[src/ksq_pkg.sv]
/*
  Package for the key-setup command queue: register map, status and
  control bit positions, reset values and shared record types.
  Assumes a 32-bit register port with one-cycle read latency.
*/
package ksq_pkg;
  // ----------------------------------------------------------------
  // Register offsets
  // ----------------------------------------------------------------
  localparam logic [7:0] KSQ_OFF_CTRL    = 8'h00;
  localparam logic [7:0] KSQ_OFF_STATUS  = 8'h04;
  localparam logic [7:0] KSQ_OFF_FAULT   = 8'h0c;
  localparam logic [7:0] KSQ_OFF_CMD2    = 8'h10;
  localparam logic [7:0] KSQ_OFF_IRQ_EN  = 8'h14;
  localparam logic [7:0] KSQ_OFF_IRQ_CLR = 8'h18;
  // ----------------------------------------------------------------
  // Bit positions and slot count
  // ----------------------------------------------------------------
  localparam int KSQ_BIT_SOFT_RST  = 31;
  localparam int KSQ_BIT_MASTER_EN = 2;
  localparam int KSQ_BIT_ERR       = 28;
  localparam int KSQ_BIT_FULL      = 27;
  localparam int KSQ_BIT_DONE      = 26;
  localparam int KSQ_BIT_FAULT_RD  = 1;
  localparam int KSQ_SLOTS         = 2;
  // ----------------------------------------------------------------
  // Reset values
  // ----------------------------------------------------------------
  localparam logic [31:0] KSQ_RST_CTRL = 32'h0000_0000;
  localparam logic [31:0] KSQ_RST_IREN = 32'h0000_0000;

  typedef struct packed {
    logic [7:0]  addr;
    logic [31:0] wdata;
    logic        wr;
    logic        rd;
  } ksq_req_t;

  typedef struct packed {
    logic        valid;
    logic [31:0] addr;
  } ksq_cmd_t;

  typedef struct packed {
    logic        valid;
    logic [29:0] word_addr;
    logic        is_read;
  } ksq_fault_t;
endpackage

[src/ksq_slot_mem.sv]
/*
  Two-entry address store for pending command records.
  Assumes the caller never writes a slot that is still pending.
*/
`timescale 1ns/1ps
`default_nettype none
module ksq_slot_mem (
  input  wire logic        clock,
  input  wire logic        we,
  input  wire logic        waddr,
  input  wire logic [31:0] wdata,
  input  wire logic        raddr,
  output var  logic [31:0] rdata
);
  logic [31:0] mem_ff [2];
  // No reset: stored addresses are undefined after reset
  always_ff @(posedge clock) begin
    if (we) begin
      mem_ff[waddr] <= wdata;
    end
    rdata <= mem_ff[raddr];
  end
endmodule
`default_nettype wire

[src/ksq_top.sv]
/*
  Key-setup command queue: double-buffered command-record address
  register, full and done status, master fault capture, interrupt.
  Assumes a register port master that never issues read and write
  together, and an engine that handshakes one record at a time.
*/
// Design decision made here: strobed register access.
// Overview of operation
// The fault register bit 1 tells whether the faulted master access was a read (1) or a write (0).
// Writing a record address to the second command register starts key-setup of that record.
// Software writes the second command register only while the full flag reads 0.
// The address register is double-buffered so a second address queues and runs back to back.
// Software does not write the second command register while bus mastering is disabled.
// The second command register is read/write and has no defined reset value.
// Status bit 27 reads 1 while the queue cannot take another address, resets to 0.
// Status bit 26 is set sticky when a queued record completes and is cleared by writing 1.
// On a master fault the faulting word address is captured in fault register bits 31:2.
// Status bit 28 is set on a master access error and held until soft or hard reset.
// With both slots pending the full flag stays 1 until the engine takes the oldest one.
`timescale 1ns/1ps
`default_nettype none
module ksq_top (
  input  wire logic                 clock,
  input  wire logic                 rst,
  input  wire ksq_pkg::ksq_req_t    req,
  output var  logic [31:0]          rdata,
  output var  ksq_pkg::ksq_cmd_t    cmd,
  input  wire logic                 cmd_take,
  input  wire logic                 cmd_done,
  input  wire ksq_pkg::ksq_fault_t  fault,
  output var  logic                 irq
);
  import ksq_pkg::*;

  typedef struct packed {
    logic [31:0] ctrl;
    logic [31:0] iren;
    logic        full;
    logic        done;
    logic        err;
    logic [29:0] flt_addr;
    logic        flt_rd;
    logic [1:0]  pend;
    logic        wp;
    logic        rp;
    logic [31:0] last_wr;
    logic [31:0] rdata;
    logic        cvalid;
    logic        irq;
    logic        rd_mem;
  } ksq_state_t;

  ksq_state_t st_ff, nxt_st;
  logic [31:0] mem_rdata;
  logic [31:0] status_w;
  logic        soft_rst;
  logic        cmd_wr;

  function automatic logic hit(input logic [7:0] a, input logic [7:0] off);
    return a == off;
  endfunction

  assign soft_rst = st_ff.ctrl[KSQ_BIT_SOFT_RST];
  assign cmd_wr   = req.wr && hit(req.addr, KSQ_OFF_CMD2)
                    && st_ff.ctrl[KSQ_BIT_MASTER_EN];

  always_comb begin
    status_w = 32'h0000_0000;
    status_w[KSQ_BIT_ERR]  = st_ff.err;
    status_w[KSQ_BIT_FULL] = st_ff.full;
    status_w[KSQ_BIT_DONE] = st_ff.done;
  end

  // ----------------------------------------------------------------
  // Slot storage
  // ----------------------------------------------------------------
  ksq_slot_mem u_mem (
    .clock (clock),
    .we    (cmd_wr && !st_ff.pend[st_ff.wp]),
    .waddr (st_ff.wp),
    .wdata (req.wdata),
    .raddr (st_ff.rp),
    .rdata (mem_rdata)
  );

  always_comb begin
    logic [1:0] pend;
    logic       took;
    pend   = st_ff.pend;
    took   = 1'b0;
    nxt_st = st_ff;
    nxt_st.ctrl[KSQ_BIT_SOFT_RST] = 1'b0;
    // Engine takes oldest entry; two-cycle bubble while pointer moves and memory reads
    nxt_st.rd_mem = 1'b0;
    if (st_ff.cvalid && cmd_take) begin
      pend[st_ff.rp] = 1'b0;
      nxt_st.rp      = ~st_ff.rp;
      nxt_st.cvalid  = 1'b0;
      took           = 1'b1;
    end
    if (cmd_wr && !st_ff.pend[st_ff.wp]) begin
      pend[st_ff.wp] = 1'b1;
      nxt_st.wp      = ~st_ff.wp;
      nxt_st.last_wr = req.wdata;
    end
    if (!st_ff.cvalid && !took && !st_ff.rd_mem && st_ff.pend[st_ff.rp]) begin
      nxt_st.rd_mem = 1'b1;
    end
    if (st_ff.rd_mem) begin
      nxt_st.cvalid = 1'b1;
    end
    nxt_st.pend = pend;
    nxt_st.full = &pend;
    // ----------------------------------------------------------------
    // Status events: set wins over clear
    // ----------------------------------------------------------------
    if (req.wr && hit(req.addr, KSQ_OFF_STATUS) && req.wdata[KSQ_BIT_DONE]) begin
      nxt_st.done = 1'b0;
    end
    if (req.wr && hit(req.addr, KSQ_OFF_IRQ_CLR) && req.wdata[KSQ_BIT_DONE]) begin
      nxt_st.done = 1'b0;
    end
    if (cmd_done) begin
      nxt_st.done = 1'b1;
    end
    if (fault.valid) begin
      nxt_st.err      = 1'b1;
      nxt_st.flt_addr = fault.word_addr;
      nxt_st.flt_rd   = fault.is_read;
    end
    if (req.wr && hit(req.addr, KSQ_OFF_CTRL)) begin
      nxt_st.ctrl = req.wdata;
    end
    if (req.wr && hit(req.addr, KSQ_OFF_IRQ_EN)) begin
      nxt_st.iren = req.wdata;
    end
    nxt_st.rdata = 32'h0000_0000;
    if (req.rd) begin
      case (req.addr)
        KSQ_OFF_CTRL:   nxt_st.rdata = st_ff.ctrl;
        KSQ_OFF_STATUS: nxt_st.rdata = status_w;
        KSQ_OFF_FAULT:  nxt_st.rdata = {st_ff.flt_addr, st_ff.flt_rd, 1'b0};
        KSQ_OFF_CMD2:   nxt_st.rdata = st_ff.last_wr;
        KSQ_OFF_IRQ_EN: nxt_st.rdata = st_ff.iren;
        default:        nxt_st.rdata = 32'h0000_0000;
      endcase
    end
    nxt_st.irq = |(status_w & st_ff.iren);
    if (soft_rst) begin
      // Set wins: an event landing on the soft reset still shows
      nxt_st.err    = fault.valid;
      nxt_st.done   = cmd_done;
      nxt_st.pend   = 2'b00;
      nxt_st.full   = 1'b0;
      nxt_st.wp     = 1'b0;
      nxt_st.rp     = 1'b0;
      nxt_st.cvalid = 1'b0;
      nxt_st.rd_mem = 1'b0;
    end
  end

  always_ff @(posedge clock) begin
    if (rst) begin
      st_ff.ctrl    <= KSQ_RST_CTRL;
      st_ff.iren    <= KSQ_RST_IREN;
      st_ff.full    <= 1'b0;
      st_ff.done    <= 1'b0;
      st_ff.err     <= 1'b0;
      st_ff.pend    <= 2'b00;
      st_ff.wp      <= 1'b0;
      st_ff.rp      <= 1'b0;
      st_ff.rdata   <= 32'h0000_0000;
      st_ff.cvalid  <= 1'b0;
      st_ff.irq     <= 1'b0;
      st_ff.rd_mem  <= 1'b0;
      st_ff.flt_addr <= nxt_st.flt_addr;
      st_ff.flt_rd   <= nxt_st.flt_rd;
      st_ff.last_wr  <= nxt_st.last_wr;
    end else begin
      st_ff <= nxt_st;
    end
  end

  // Command output: address held in the slot memory's read register
  always_comb begin
    cmd.valid = st_ff.cvalid;
    cmd.addr  = mem_rdata;
  end
  assign rdata = st_ff.rdata;
  assign irq   = st_ff.irq;

  // ----------------------------------------------------------------
  // Checks
  // ----------------------------------------------------------------
  AST_FULL_BOTH: assert property (@(posedge clock) disable iff (rst)
    st_ff.full && !soft_rst && !(st_ff.cvalid && cmd_take) |=> st_ff.full)
    else $error("full flag dropped before take");
  AST_FULL_STATUS: assert property (@(posedge clock) disable iff (rst)
    req.rd && req.addr == KSQ_OFF_STATUS |=> rdata[KSQ_BIT_FULL] == $past(st_ff.full))
    else $error("full flag not read back");
  AST_DONE_SET: assert property (@(posedge clock) disable iff (rst)
    cmd_done && !soft_rst |=> st_ff.done) else $error("done not set");
  AST_ERR_HOLD: assert property (@(posedge clock) disable iff (rst)
    st_ff.err && !soft_rst |=> st_ff.err) else $error("error flag dropped");
  AST_ERR_SET: assert property (@(posedge clock) disable iff (rst)
    fault.valid |=> st_ff.err) else $error("error not set");
  AST_FLT_ADDR: assert property (@(posedge clock) disable iff (rst)
    fault.valid |=> st_ff.flt_addr == $past(fault.word_addr)) else $error("fault addr");
  AST_FLT_RD: assert property (@(posedge clock) disable iff (rst)
    fault.valid |=> st_ff.flt_rd == $past(fault.is_read)) else $error("fault dir");
  AST_START: assert property (@(posedge clock) disable iff (rst)
    cmd_wr && st_ff.pend == 2'b00 && !st_ff.cvalid && !soft_rst |-> ##3 cmd.valid)
    else $error("record not started");
  AST_CMD_RB: assert property (@(posedge clock) disable iff (rst)
    cmd_wr && !st_ff.pend[st_ff.wp] ##1 req.rd && req.addr == KSQ_OFF_CMD2
    |=> rdata == $past(req.wdata, 2)) else $error("cmd reg readback");
  AST_SECOND: assert property (@(posedge clock) disable iff (rst)
    st_ff.pend == 2'b01 && !soft_rst && !(st_ff.cvalid && cmd_take)
    |=> st_ff.full == $past(cmd_wr))
    else $error("full flag wrong with one slot pending");
endmodule
`default_nettype wire
[config.mk]
export PLATFORM = sky130hd
export DESIGN_NAME = ksq_top
export DESIGN_NICKNAME = d
export VERILOG_FILES = /design/src/ksq_pkg.sv /design/src/ksq_slot_mem.sv /design/src/ksq_top.sv
export SDC_FILE = /design/constraint.sdc
export NUM_CORES = 1
export LEC_CHECK = 0
export ABC_AREA = 1
export BUFFER_PORTS_ARGS = -buffer_cell sky130_fd_sc_hd__buf_2
export CAP_MARGIN = 20
export CORE_ASPECT_RATIO = 0.6
export CORE_UTILIZATION = 45
export DETAILED_ROUTE_END_ITERATION = 7
export GPL_ROUTABILITY_DRIVEN = 0
export PLACE_DENSITY_LB_ADDON = 0.15
export SETUP_SLACK_MARGIN = 0.15
export SLEW_MARGIN = 30
export SYNTH_ARGS = -nofsm -noshare
export SYNTH_HDL_FRONTEND = slang
export SYNTH_HIERARCHICAL = 1
export SYNTH_SLANG_ARGS = --single-unit
[constraint.sdc]
create_clock -name clock -period 4.95 [get_ports clock]
set_input_delay 0.495 -clock clock [delete_from_list [all_inputs] [get_ports clock]]
set_output_delay 0.495 -clock clock [all_outputs]
set_load 0.02 [all_outputs]
==> flow_summary.json, run 1 <==
{
  "overflow": 0,
  "synth_adder_area_share": 0,
  "grt_setup_unrepaired": "no",
  "synth_top_family_by_area": "simple AND/OR/NAND/NOR gates",
  "grt_pass1_wl_mm": 34.9,
  "place_ws_ns": 1.48,
  "ys_types": 29,
  "ir_drop_mv": 0.216,
  "core-area_sq_mm": 0.0214,
  "cts_setup_buffers": 0,
  "hp-class": "primary input to flop",
  "crit_path_max_fanout": 22,
  "cts_hold_buf": 0,
  "rows": 41,
  "drv_cap": 0,
  "synthXorXnorAreaFrac": 0,
  "placement.io_buffers": 143,
  "multi_input_area_sq_mm": 0.00248,
  "initial_core_util": 0.467,
  "drt_wl_total_mm": 22.7,
  "skew_ns": 0.0235,
  "grt_pass1_vias": 6243,
  "syn_avg_cell_area_sq_um": 10.1,
  "viasPerCell": 4.90,
  "critPathCaptureType": "flop",
  "r2r_setup_slack_ns": 2.17,
  "drc": 0,
  "cts_tree": "built",
  "post_drt_wl_per_cell_um": 16.4,
  "worst_pin_slew_ns": 0.918,
  "synth_edf_count": 127,
  "fp.dieW_um": 194,
  "setup_tns_ns": 0,
  "final_common_cell": "nor2_1",
  "setup_violations": 0,
  "crit_type": "flop to flop",
  "worstReg2RegStart": "st_ff[68]",
  "dieHeight_um": 117,
  "arrival_ns": 3.04,
  "min_to": "st_ff[74]",
  "path_clk_slew_ns": 0.06,
  "ys_ff_latch": 265,
  "htreeDepth": 1,
  "synth-simple-area-share": 0.193,
  "n_fill_cell": 1912,
  "clkSinkCount": 265,
  "clock_latency_ns": 0.53,
  "power.total_uw": 4350,
  "fin_crit_ns": 2.78,
  "syn_nets": 1064,
  "holdPathStages": 1,
  "synth_mux_area_frac": 0,
  "max_freq_mhz": 360,
  "ys_warn_count": 6,
  "die_area_sq_mm": 0.0228,
  "fin_nets": 1161,
  "setup_ws_ns": 2.17,
  "syn-cell-area_sq_mm": 0.0100,
  "cts-root-buf": "clkbuf_16",
  "mostFrequentLayoutCells": "nor2_1, buf_2, dfxtp_1",
  "r2r-end": "u_mem/mem_ff[1][19]",
  "ctsResizeCount": 0,
  "report.final.hold_viol_count": 0,
  "drive_gt1_frac": 0.205,
  "status": "complete, no violations",
  "grt_max_degree": 66,
  "yosysSeqAreaShare": 0.658,
  "area.sequential_sq_mm": 0.00658,
  "critical_path.startpoint_type": "flop",
  "critPathRequiredTime_ns": 5.22,
  "pin_count": 144,
  "grt_usage": 0.195,
  "fin_crit_sh": 0.561,
  "ant_nets": 0,
  "synthArstFlopShare": 0,
  "leakagePower_uw": 0.00453,
  "netlist_instances": 986,
  "antenna_cells": 0,
  "cts_buffer_depth": 3,
  "syn_to_final_growth_pct": 13.8,
  "relSlewSlack": 0.384,
  "power.density_mw_per_mm2": 382,
  "place_hpwl_mm": 14.3,
  "first_iter_violations": 486,
  "firstDrtPassIters": 5,
  "worstRegToRegCells": 8,
  "numCtsBuffers": 25,
  "synth-compound-area-share": 0.0542,
  "synth_ff_type": "dfxtp_1",
  "antenna_found_initial": 1,
  "final_max_slew_viol_count": 0,
  "vias": 6770,
  "hp-start": "fault[3]"
}
-- synthesized netlist by cell type, types with 14 or more instances --
master	instances	share of area
a21oi_1	40	0.020
buf_2	24	0.012
buf_4	39	0.029
dfxtp_1	138	0.28
edfxtp_1	127	0.38
inv_1	80	0.030
nand2_1	125	0.047
nand2_2	14	0.0088
nand3_1	127	0.064
nor2_1	163	0.061
o21ai_0	16	0.0080
o21ai_1	49	0.025
-- metal layers --
layer | share of wire | up-vias | GRT usage | routed length, um
li1 | - | 3397 | - | -
met2 | 0.41 | 216 | 0.274 | 9220
met1 | 0.52 | 3133 | 0.313 | 11800
met4 | 0.015 | 0 | 0.0417 | 335
met5 | 0 | - | 0 | 0
met3 | 0.058 | 24 | 0.0278 | 1320
-- worst max path at each step --
| stage | start | end | slack [ns] | cells past startpoint |
|---|---|---|---|---|
| after floorplan | req[34] | u_mem/mem_ff[0][0] | 1.32 | 9 |
| after global placement | req[34] | u_mem/mem_ff[1][20] | 1.57 | 12 |
| after detailed placement | req[34] | u_mem/mem_ff[1][19] | 1.48 | 12 |
| after CTS | req[34] | u_mem/mem_ff[1][19] | 2.01 | 12 |
| after global routing | st_ff[68] | u_mem/mem_ff[1][19] | 1.98 | 8 |
| final | st_ff[68] | u_mem/mem_ff[1][19] | 2.17 | 8 |
-- flip-flops by register name (all words and copies together) (netlist names) --
signal,cells
u_mem/rdata,32
irq,1
rdata,32
cmd,1
soft_rst,1
st_ff,134
u_mem/mem_ff,64
-- metrics by stage --
stage / instance area (sq um) / instances / util / hold WS, ns
floorplan: 10000 / 986 / - / 0.399
global placement: 10500 / 1334 / 0.493 / 0.407
detailed placement: 10500 / 1334 / 0.493 / 0.411
CTS: 11400 / 1380 / 0.531 / 0.123
global route: 11400 / 1381 / 0.532 / 0.128
finish: 11400 / 1381 / 0.532 / 0.142
-- report_power, final --
group	internal, uW	switching (uW)	total [uW]
sequential	2320	8.05	2330
clock	1100	811	1910
combinational	33.8	79.1	113
-- area by class of cell --
| type | count | area share |
|---|---|---|
| well taps | 279 | 0.0307 |
| flip-flops and latches | 265 | 0.578 |
| repair buffers | 153 | 0.0712 |
| multi-input cells | 548 | 0.218 |
| clock inverters | 14 | 0.0108 |
| clock buffers | 32 | 0.0609 |
| inverters | 90 | 0.0303 |
-- cells by family (layout without fill, tap and decap cells) --
group / after synthesis / after routing
AND/OR/NAND/NOR: 441 / 441
AO/OA/AOI/OAI: 107 / 107
buffers and inverters: 173 / 289
flip-flops: 265 / 265
-- critical path, stage by stage (launching register included) --
cell      delay, ns
dfxtp_1        0.46
inv_1          0.13
o21ai_0        0.21
nor2_1         0.09
nand2_1        0.09
inv_1          0.24
nand2_1        0.14
clkinv_1       0.71
buf_4          0.46
Power figures use the tool's default switching activity.
==> run 2, diff against run 1 <==
==> constraint.sdc (replaced) <==
create_clock -name clock -period 2.4 [get_ports clock]
set_input_delay 0.24 -clock clock [delete_from_list [all_inputs] [get_ports clock]]
set_output_delay 0.24 -clock clock [all_outputs]
set_load 0.02 [all_outputs]
==> flow_summary.json, run 2 (synthesis gave the netlist of run 1 again) <==
{
  "critical_path.startpoint_type": "flop",
  "r2r_setup_slack_ns": 0.70,
  "design_area_sq_mm": 0.0120,
  "path_clk_slew_ns": 0.07,
  "cts_setup_buffers": 0,
  "place_inst": 1343,
  "grt_pass1_wl_mm": 37.2,
  "min_to": "st_ff[57]",
  "cts_buffer_depth": 3,
  "cts_tree": "built",
  "cts_hold_buf": 54,
  "worstReg2RegStart": "st_ff[68]",
  "final_max_slew_viol_count": 0,
  "mostFrequentLayoutCells": "nor2_1, buf_2, dfxtp_1",
  "skew_ns": 0.00805,
  "syn_to_final_growth_pct": 19.9,
  "initial_core_util": 0.467,
  "grt_usage": 0.208,
  "n_fill_cell": 1903,
  "grt_pass1_vias": 6537,
  "placement.io_buffers": 143,
  "htreeDepth": 1,
  "crit_type": "flop to flop",
  "drv_cap": 0,
  "fin_nets": 1223,
  "clock_latency_ns": 0.51,
  "holdPathStages": 1,
  "place_ws_ns": 0.447,
  "setup_tns_ns": 0,
  "rows": 41,
  "worstRegToRegCells": 9,
  "drive_gt1_frac": 0.203,
  "top_register": "st_ff",
  "clkSinkCount": 265,
  "fp.dieW_um": 194,
  "pin_count": 144,
  "critPathCaptureType": "flop",
  "fin_cells": 1442,
  "drc": 0,
  "antenna_cells": 0,
  "core-area_sq_mm": 0.0214,
  "crit_path_max_fanout": 32,
  "firstDrtPassIters": 7,
  "report.final.hold_viol_count": 0,
  "dieHeight_um": 117,
  "r2r-end": "u_mem/mem_ff[0][14]",
  "reg_top3": "st_ff: 134 flops, u_mem/mem_ff: 64 flops",
  "status": "complete, no violations",
  "hp-start": "req[24]",
  "ir_drop_mv": 0.409,
  "first_iter_violations": 427,
  "setup_ws_ns": 0.704,
  "place_hpwl_mm": 14.5,
  "power.density_mw_per_mm2": 744,
  "cts-root-buf": "clkbuf_16",
  "place_area_sq_mm": 0.0106,
  "numCtsBuffers": 24,
  "grt_max_degree": 65,
  "post_drt_wl_per_cell_um": 16.3,
  "hp-class": "primary input to flop",
  "max_freq_mhz": 590,
  "overflow": 0,
  "leakagePower_uw": 0.00477,
  "drt_wl_total_mm": 23.5,
  "ctsResizeCount": 0,
  "largest_reg_flops": 134,
  "relSlewSlack": 0.427,
  "fin_crit_sh": 0.707,
  "setup_violations": 0,
  "die_area_sq_mm": 0.0228,
  "viasPerCell": 4.85,
  "worst_pin_slew_ns": 0.860,
  "antenna_found_initial": 0,
  "fin_crit_ns": 1.70,
  "ant_nets": 0,
  "final_common_cell": "nor2_1",
  "critPathRequiredTime_ns": 2.60,
  "arrival_ns": 1.90,
  "vias": 6994,
  "grt_setup_unrepaired": "no"
}
run 2: cell types whose count changed in the layout (fill, tap and decap cells not counted), sizes merged:
cell / delta
dlygate4sd3: +55
buf: +8
clkinvlp: +2
bufinv: -1
inv: -3
clkinv: -9
clkbuf: +9
run 2: critical path: stages (launching register included):
cell and delay (ns):
dfxtp_4 0.38, inv_1 0.08, nand2_1 0.06, o21ai_1 0.06, nor2_1 0.18, nand2_2 0.11, clkinvlp_4 0.11, inv_1 0.07
nor2_4 0.10, buf_12 0.22
run 2: layer usage:
layer / vias to the layer above / wire length [um] / GRT usage
li1: 3506 / - / -
met2: 222 / 9660 / 0.295
met3: 24 / 1360 / 0.0330
met1: 3242 / 12200 / 0.334
met5: - / 0 / 0
met4: 0 / 312 / 0.0377
run 2: power by group:
| group | switching (uW) | leakage, uW | internal (uW) |
|---|---|---|---|
| Clock | 1570 | 0.000389 | 2240 |
| Combinational | 176 | 0.00209 | 130 |
| Sequential | 16.9 | 0.00229 | 4780 |
| Total | 1770 | 0.00477 | 7150 |
run 2: per-stage QoR:
step | hold slack, ns | power (uW) | utilization
after detailed placement | 0.416 | 5130 | 0.498
after floorplan | 0.309 | 4970 | -
after CTS | 0.000355 | 8980 | 0.560
after global placement | 0.409 | 5130 | 0.498
final | 0.0135 | 8920 | 0.561
after global routing | 0.00756 | 9210 | 0.561
run 2: how the worst max path moves through the flow:
stage	startpoint	to	slack, ns	cells past startpoint
2_1_floorplan	req[34]	u_mem/mem_ff[0][0]	0.14	9
3_3_place_gp	req[37]	st_ff[109]	0.46	9
3_5_place_dp	req[37]	st_ff[107]	0.45	9
4_1_cts	st_ff[68]	u_mem/mem_ff[0][14]	0.70	9
5_1_grt	st_ff[68]	u_mem/mem_ff[0][14]	0.55	9
6_report	st_ff[68]	u_mem/mem_ff[0][14]	0.70	9
run 2: layout make-up:
class,instances,area [sq um],share of cell area
Inverter,90,353,0.0294
Clock inverter,3,38.8,0.00323
Sequential cell,265,6580,0.549
Multi-Input combinational cell,548,2490,0.207
Timing Repair Buffer,216,1430,0.119
Clock buffer,41,756,0.0630
Tap cell,279,349,0.0291
==> run 3, diff against run 2 <==
==> constraint.sdc (replaced) <==
create_clock -name clock -period 1.68 [get_ports clock]
set_input_delay 0.168 -clock clock [delete_from_list [all_inputs] [get_ports clock]]
set_output_delay 0.168 -clock clock [all_outputs]
set_load 0.02 [all_outputs]
==> flow_summary.json, run 3 (synthesis gave the netlist of run 1 again) <==
{
  "arrival_ns": 1.81,
  "antenna_found_initial": 1,
  "status": "complete, no violations",
  "pin_count": 144,
  "overflow": 0,
  "final_max_slew_viol_count": 0,
  "met3_usage": 0.0338,
  "design_area_sq_mm": 0.0124,
  "syn_to_final_growth_pct": 24.2,
  "clkPwrFrac": 0.421,
  "rows": 41,
  "hp-class": "primary input to flop",
  "hp-start": "fault[31]",
  "cts-root-buf": "clkbuf_16",
  "r2r-end": "u_mem/mem_ff[0][28]",
  "utilization": 0.581,
  "largest_reg_flops": 134,
  "htreeDepth": 1,
  "clock_latency_ns": 0.51,
  "fin_crit_sh": 0.937,
  "numCtsBuffers": 24,
  "power.density_mw_per_mm2": 1020,
  "first_iter_violations": 562,
  "placement.io_buffers": 143,
  "worstRegToRegCells": 10,
  "fin_nets": 1255,
  "grt_pass1_vias": 6754,
  "p_sw_frac": 0.204,
  "report.final.hold_viol_count": 0,
  "p_int_uw": 10100,
  "drt_wl_total_mm": 24.1,
  "place_area_sq_mm": 0.0108,
  "place_hpwl_mm": 15.4,
  "crit_path_max_fanout": 6,
  "mostFrequentLayoutCells": "nor2_1, buf_2, dfxtp_1",
  "fp.dieW_um": 194,
  "drc": 0,
  "worst_pin_slew_ns": 0.689,
  "viasPerCell": 4.83,
  "crit_type": "flop to flop",
  "cts_buffer_depth": 3,
  "holdWs_ns": 0.104,
  "drive_gt1_frac": 0.222,
  "grt_max_degree": 65,
  "reg_top3": "st_ff: 134 flops, u_mem/mem_ff: 64 flops",
  "holdPathStages": 1,
  "fin_cells": 1475,
  "place_inst": 1356,
  "relSlewSlack": 0.540,
  "grt_setup_unrepaired": "yes",
  "critPathCaptureType": "flop",
  "grt_usage": 0.214,
  "post_drt_wl_per_cell_um": 16.3,
  "top_register": "st_ff",
  "cts_tree": "built",
  "core-area_sq_mm": 0.0214,
  "grt_pass1_wl_mm": 38.1,
  "grt-busiest-layer": "met1",
  "setup_violations": 0,
  "min_to": "st_ff[88]",
  "path_clk_slew_ns": 0.07,
  "pwr-share-comb": 0.038,
  "max_freq_mhz": 635,
  "r2r_setup_slack_ns": 0.11,
  "leakagePower_uw": 0.00497,
  "dieHeight_um": 117,
  "clkSinkCount": 265,
  "ir_drop_mv": 0.678,
  "die_area_sq_mm": 0.0228,
  "critical_path.startpoint_type": "flop",
  "fin_crit_ns": 1.57,
  "worstReg2RegStart": "st_ff[68]",
  "drv_cap": 0,
  "skew_ns": 0.00715,
  "ant_nets": 0,
  "critPathRequiredTime_ns": 1.91,
  "gr-usage-met1": 0.338,
  "vias": 7131,
  "grtUsageMet2": 0.311,
  "final_common_cell": "nor2_1",
  "switching_power_uw": 2580,
  "power_frac_seq": 0.541,
  "initial_core_util": 0.467,
  "firstDrtPassIters": 5
}
## run 3: layout make-up
type / count / area (sq um)
Clock inverter: 8 / 67.6
Clock buffer: 36 / 697
Sequential cell: 265 / 6580
Tap cell: 279 / 349
Inverter: 90 / 355
Fill cell: 1835 / 8970
Antenna cell: 1 / 2.50
Multi-Input combinational cell: 548 / 2500
Timing Repair Buffer: 248 / 1870
## run 3: timing repair
item                       CTS  global route
hold endpoints to repair   162             0
hold buffers                66             0
setup buffers                3             2
setup endpoints to repair   86            76
gates resized for setup      4             6
pin swaps                    2             0
cloned                       1             2
## run 3: worst max-delay path by stage
stage | start | end
floorplan | st_ff[68] | u_mem/mem_ff[1][0]
CTS | st_ff[68] | u_mem/mem_ff[0][10]
finish | st_ff[68] | u_mem/mem_ff[0][28]
global route | st_ff[68] | u_mem/mem_ff[0][28]
detailed placement | req[37] | u_mem/mem_ff[0][14]
global placement | req[37] | u_mem/mem_ff[0][17]
## run 3: stage by stage
stage,setup TNS [ns],setup slack [ns],power [uW]
2_1_floorplan,-35.43,-0.555,7110
3_3_place_gp,0,0.0424,7350
3_5_place_dp,0,0.000457,7350
4_1_cts,0,0.113,12700
5_1_grt,0,0.0255,13100
6_report,0,0.105,12700
## run 3: power groups by stage
| stage | sequential [uW] | combinational [uW] | clock, uW |
|---|---|---|---|
| floorplan | 6990 | 119 | 0 |
| global placement | 6990 | 354 | 0 |
| detailed placement | 6990 | 357 | 0 |
| CTS | 6850 | 477 | 5420 |
| global route | 6850 | 521 | 5710 |
| finish | 6850 | 479 | 5330 |
## run 3: metal layers
metal	wire length, um	up-vias
li1	-	3581
met1	12200	3321
met2	9950	211
met3	1770	18
met4	231	0
met5	0	-
## run 3: worst max-delay path, stage by stage (launching register included)
cell,delay (ns)
dfxtp_4,0.36
inv_4,0.04
nand2_2,0.05
o21ai_2,0.05
nor2_2,0.11
nand2_2,0.09
clkinvlp_4,0.11
inv_2,0.05
nor2_4,0.13
buf_6,0.15
clkbuf_16,0.16
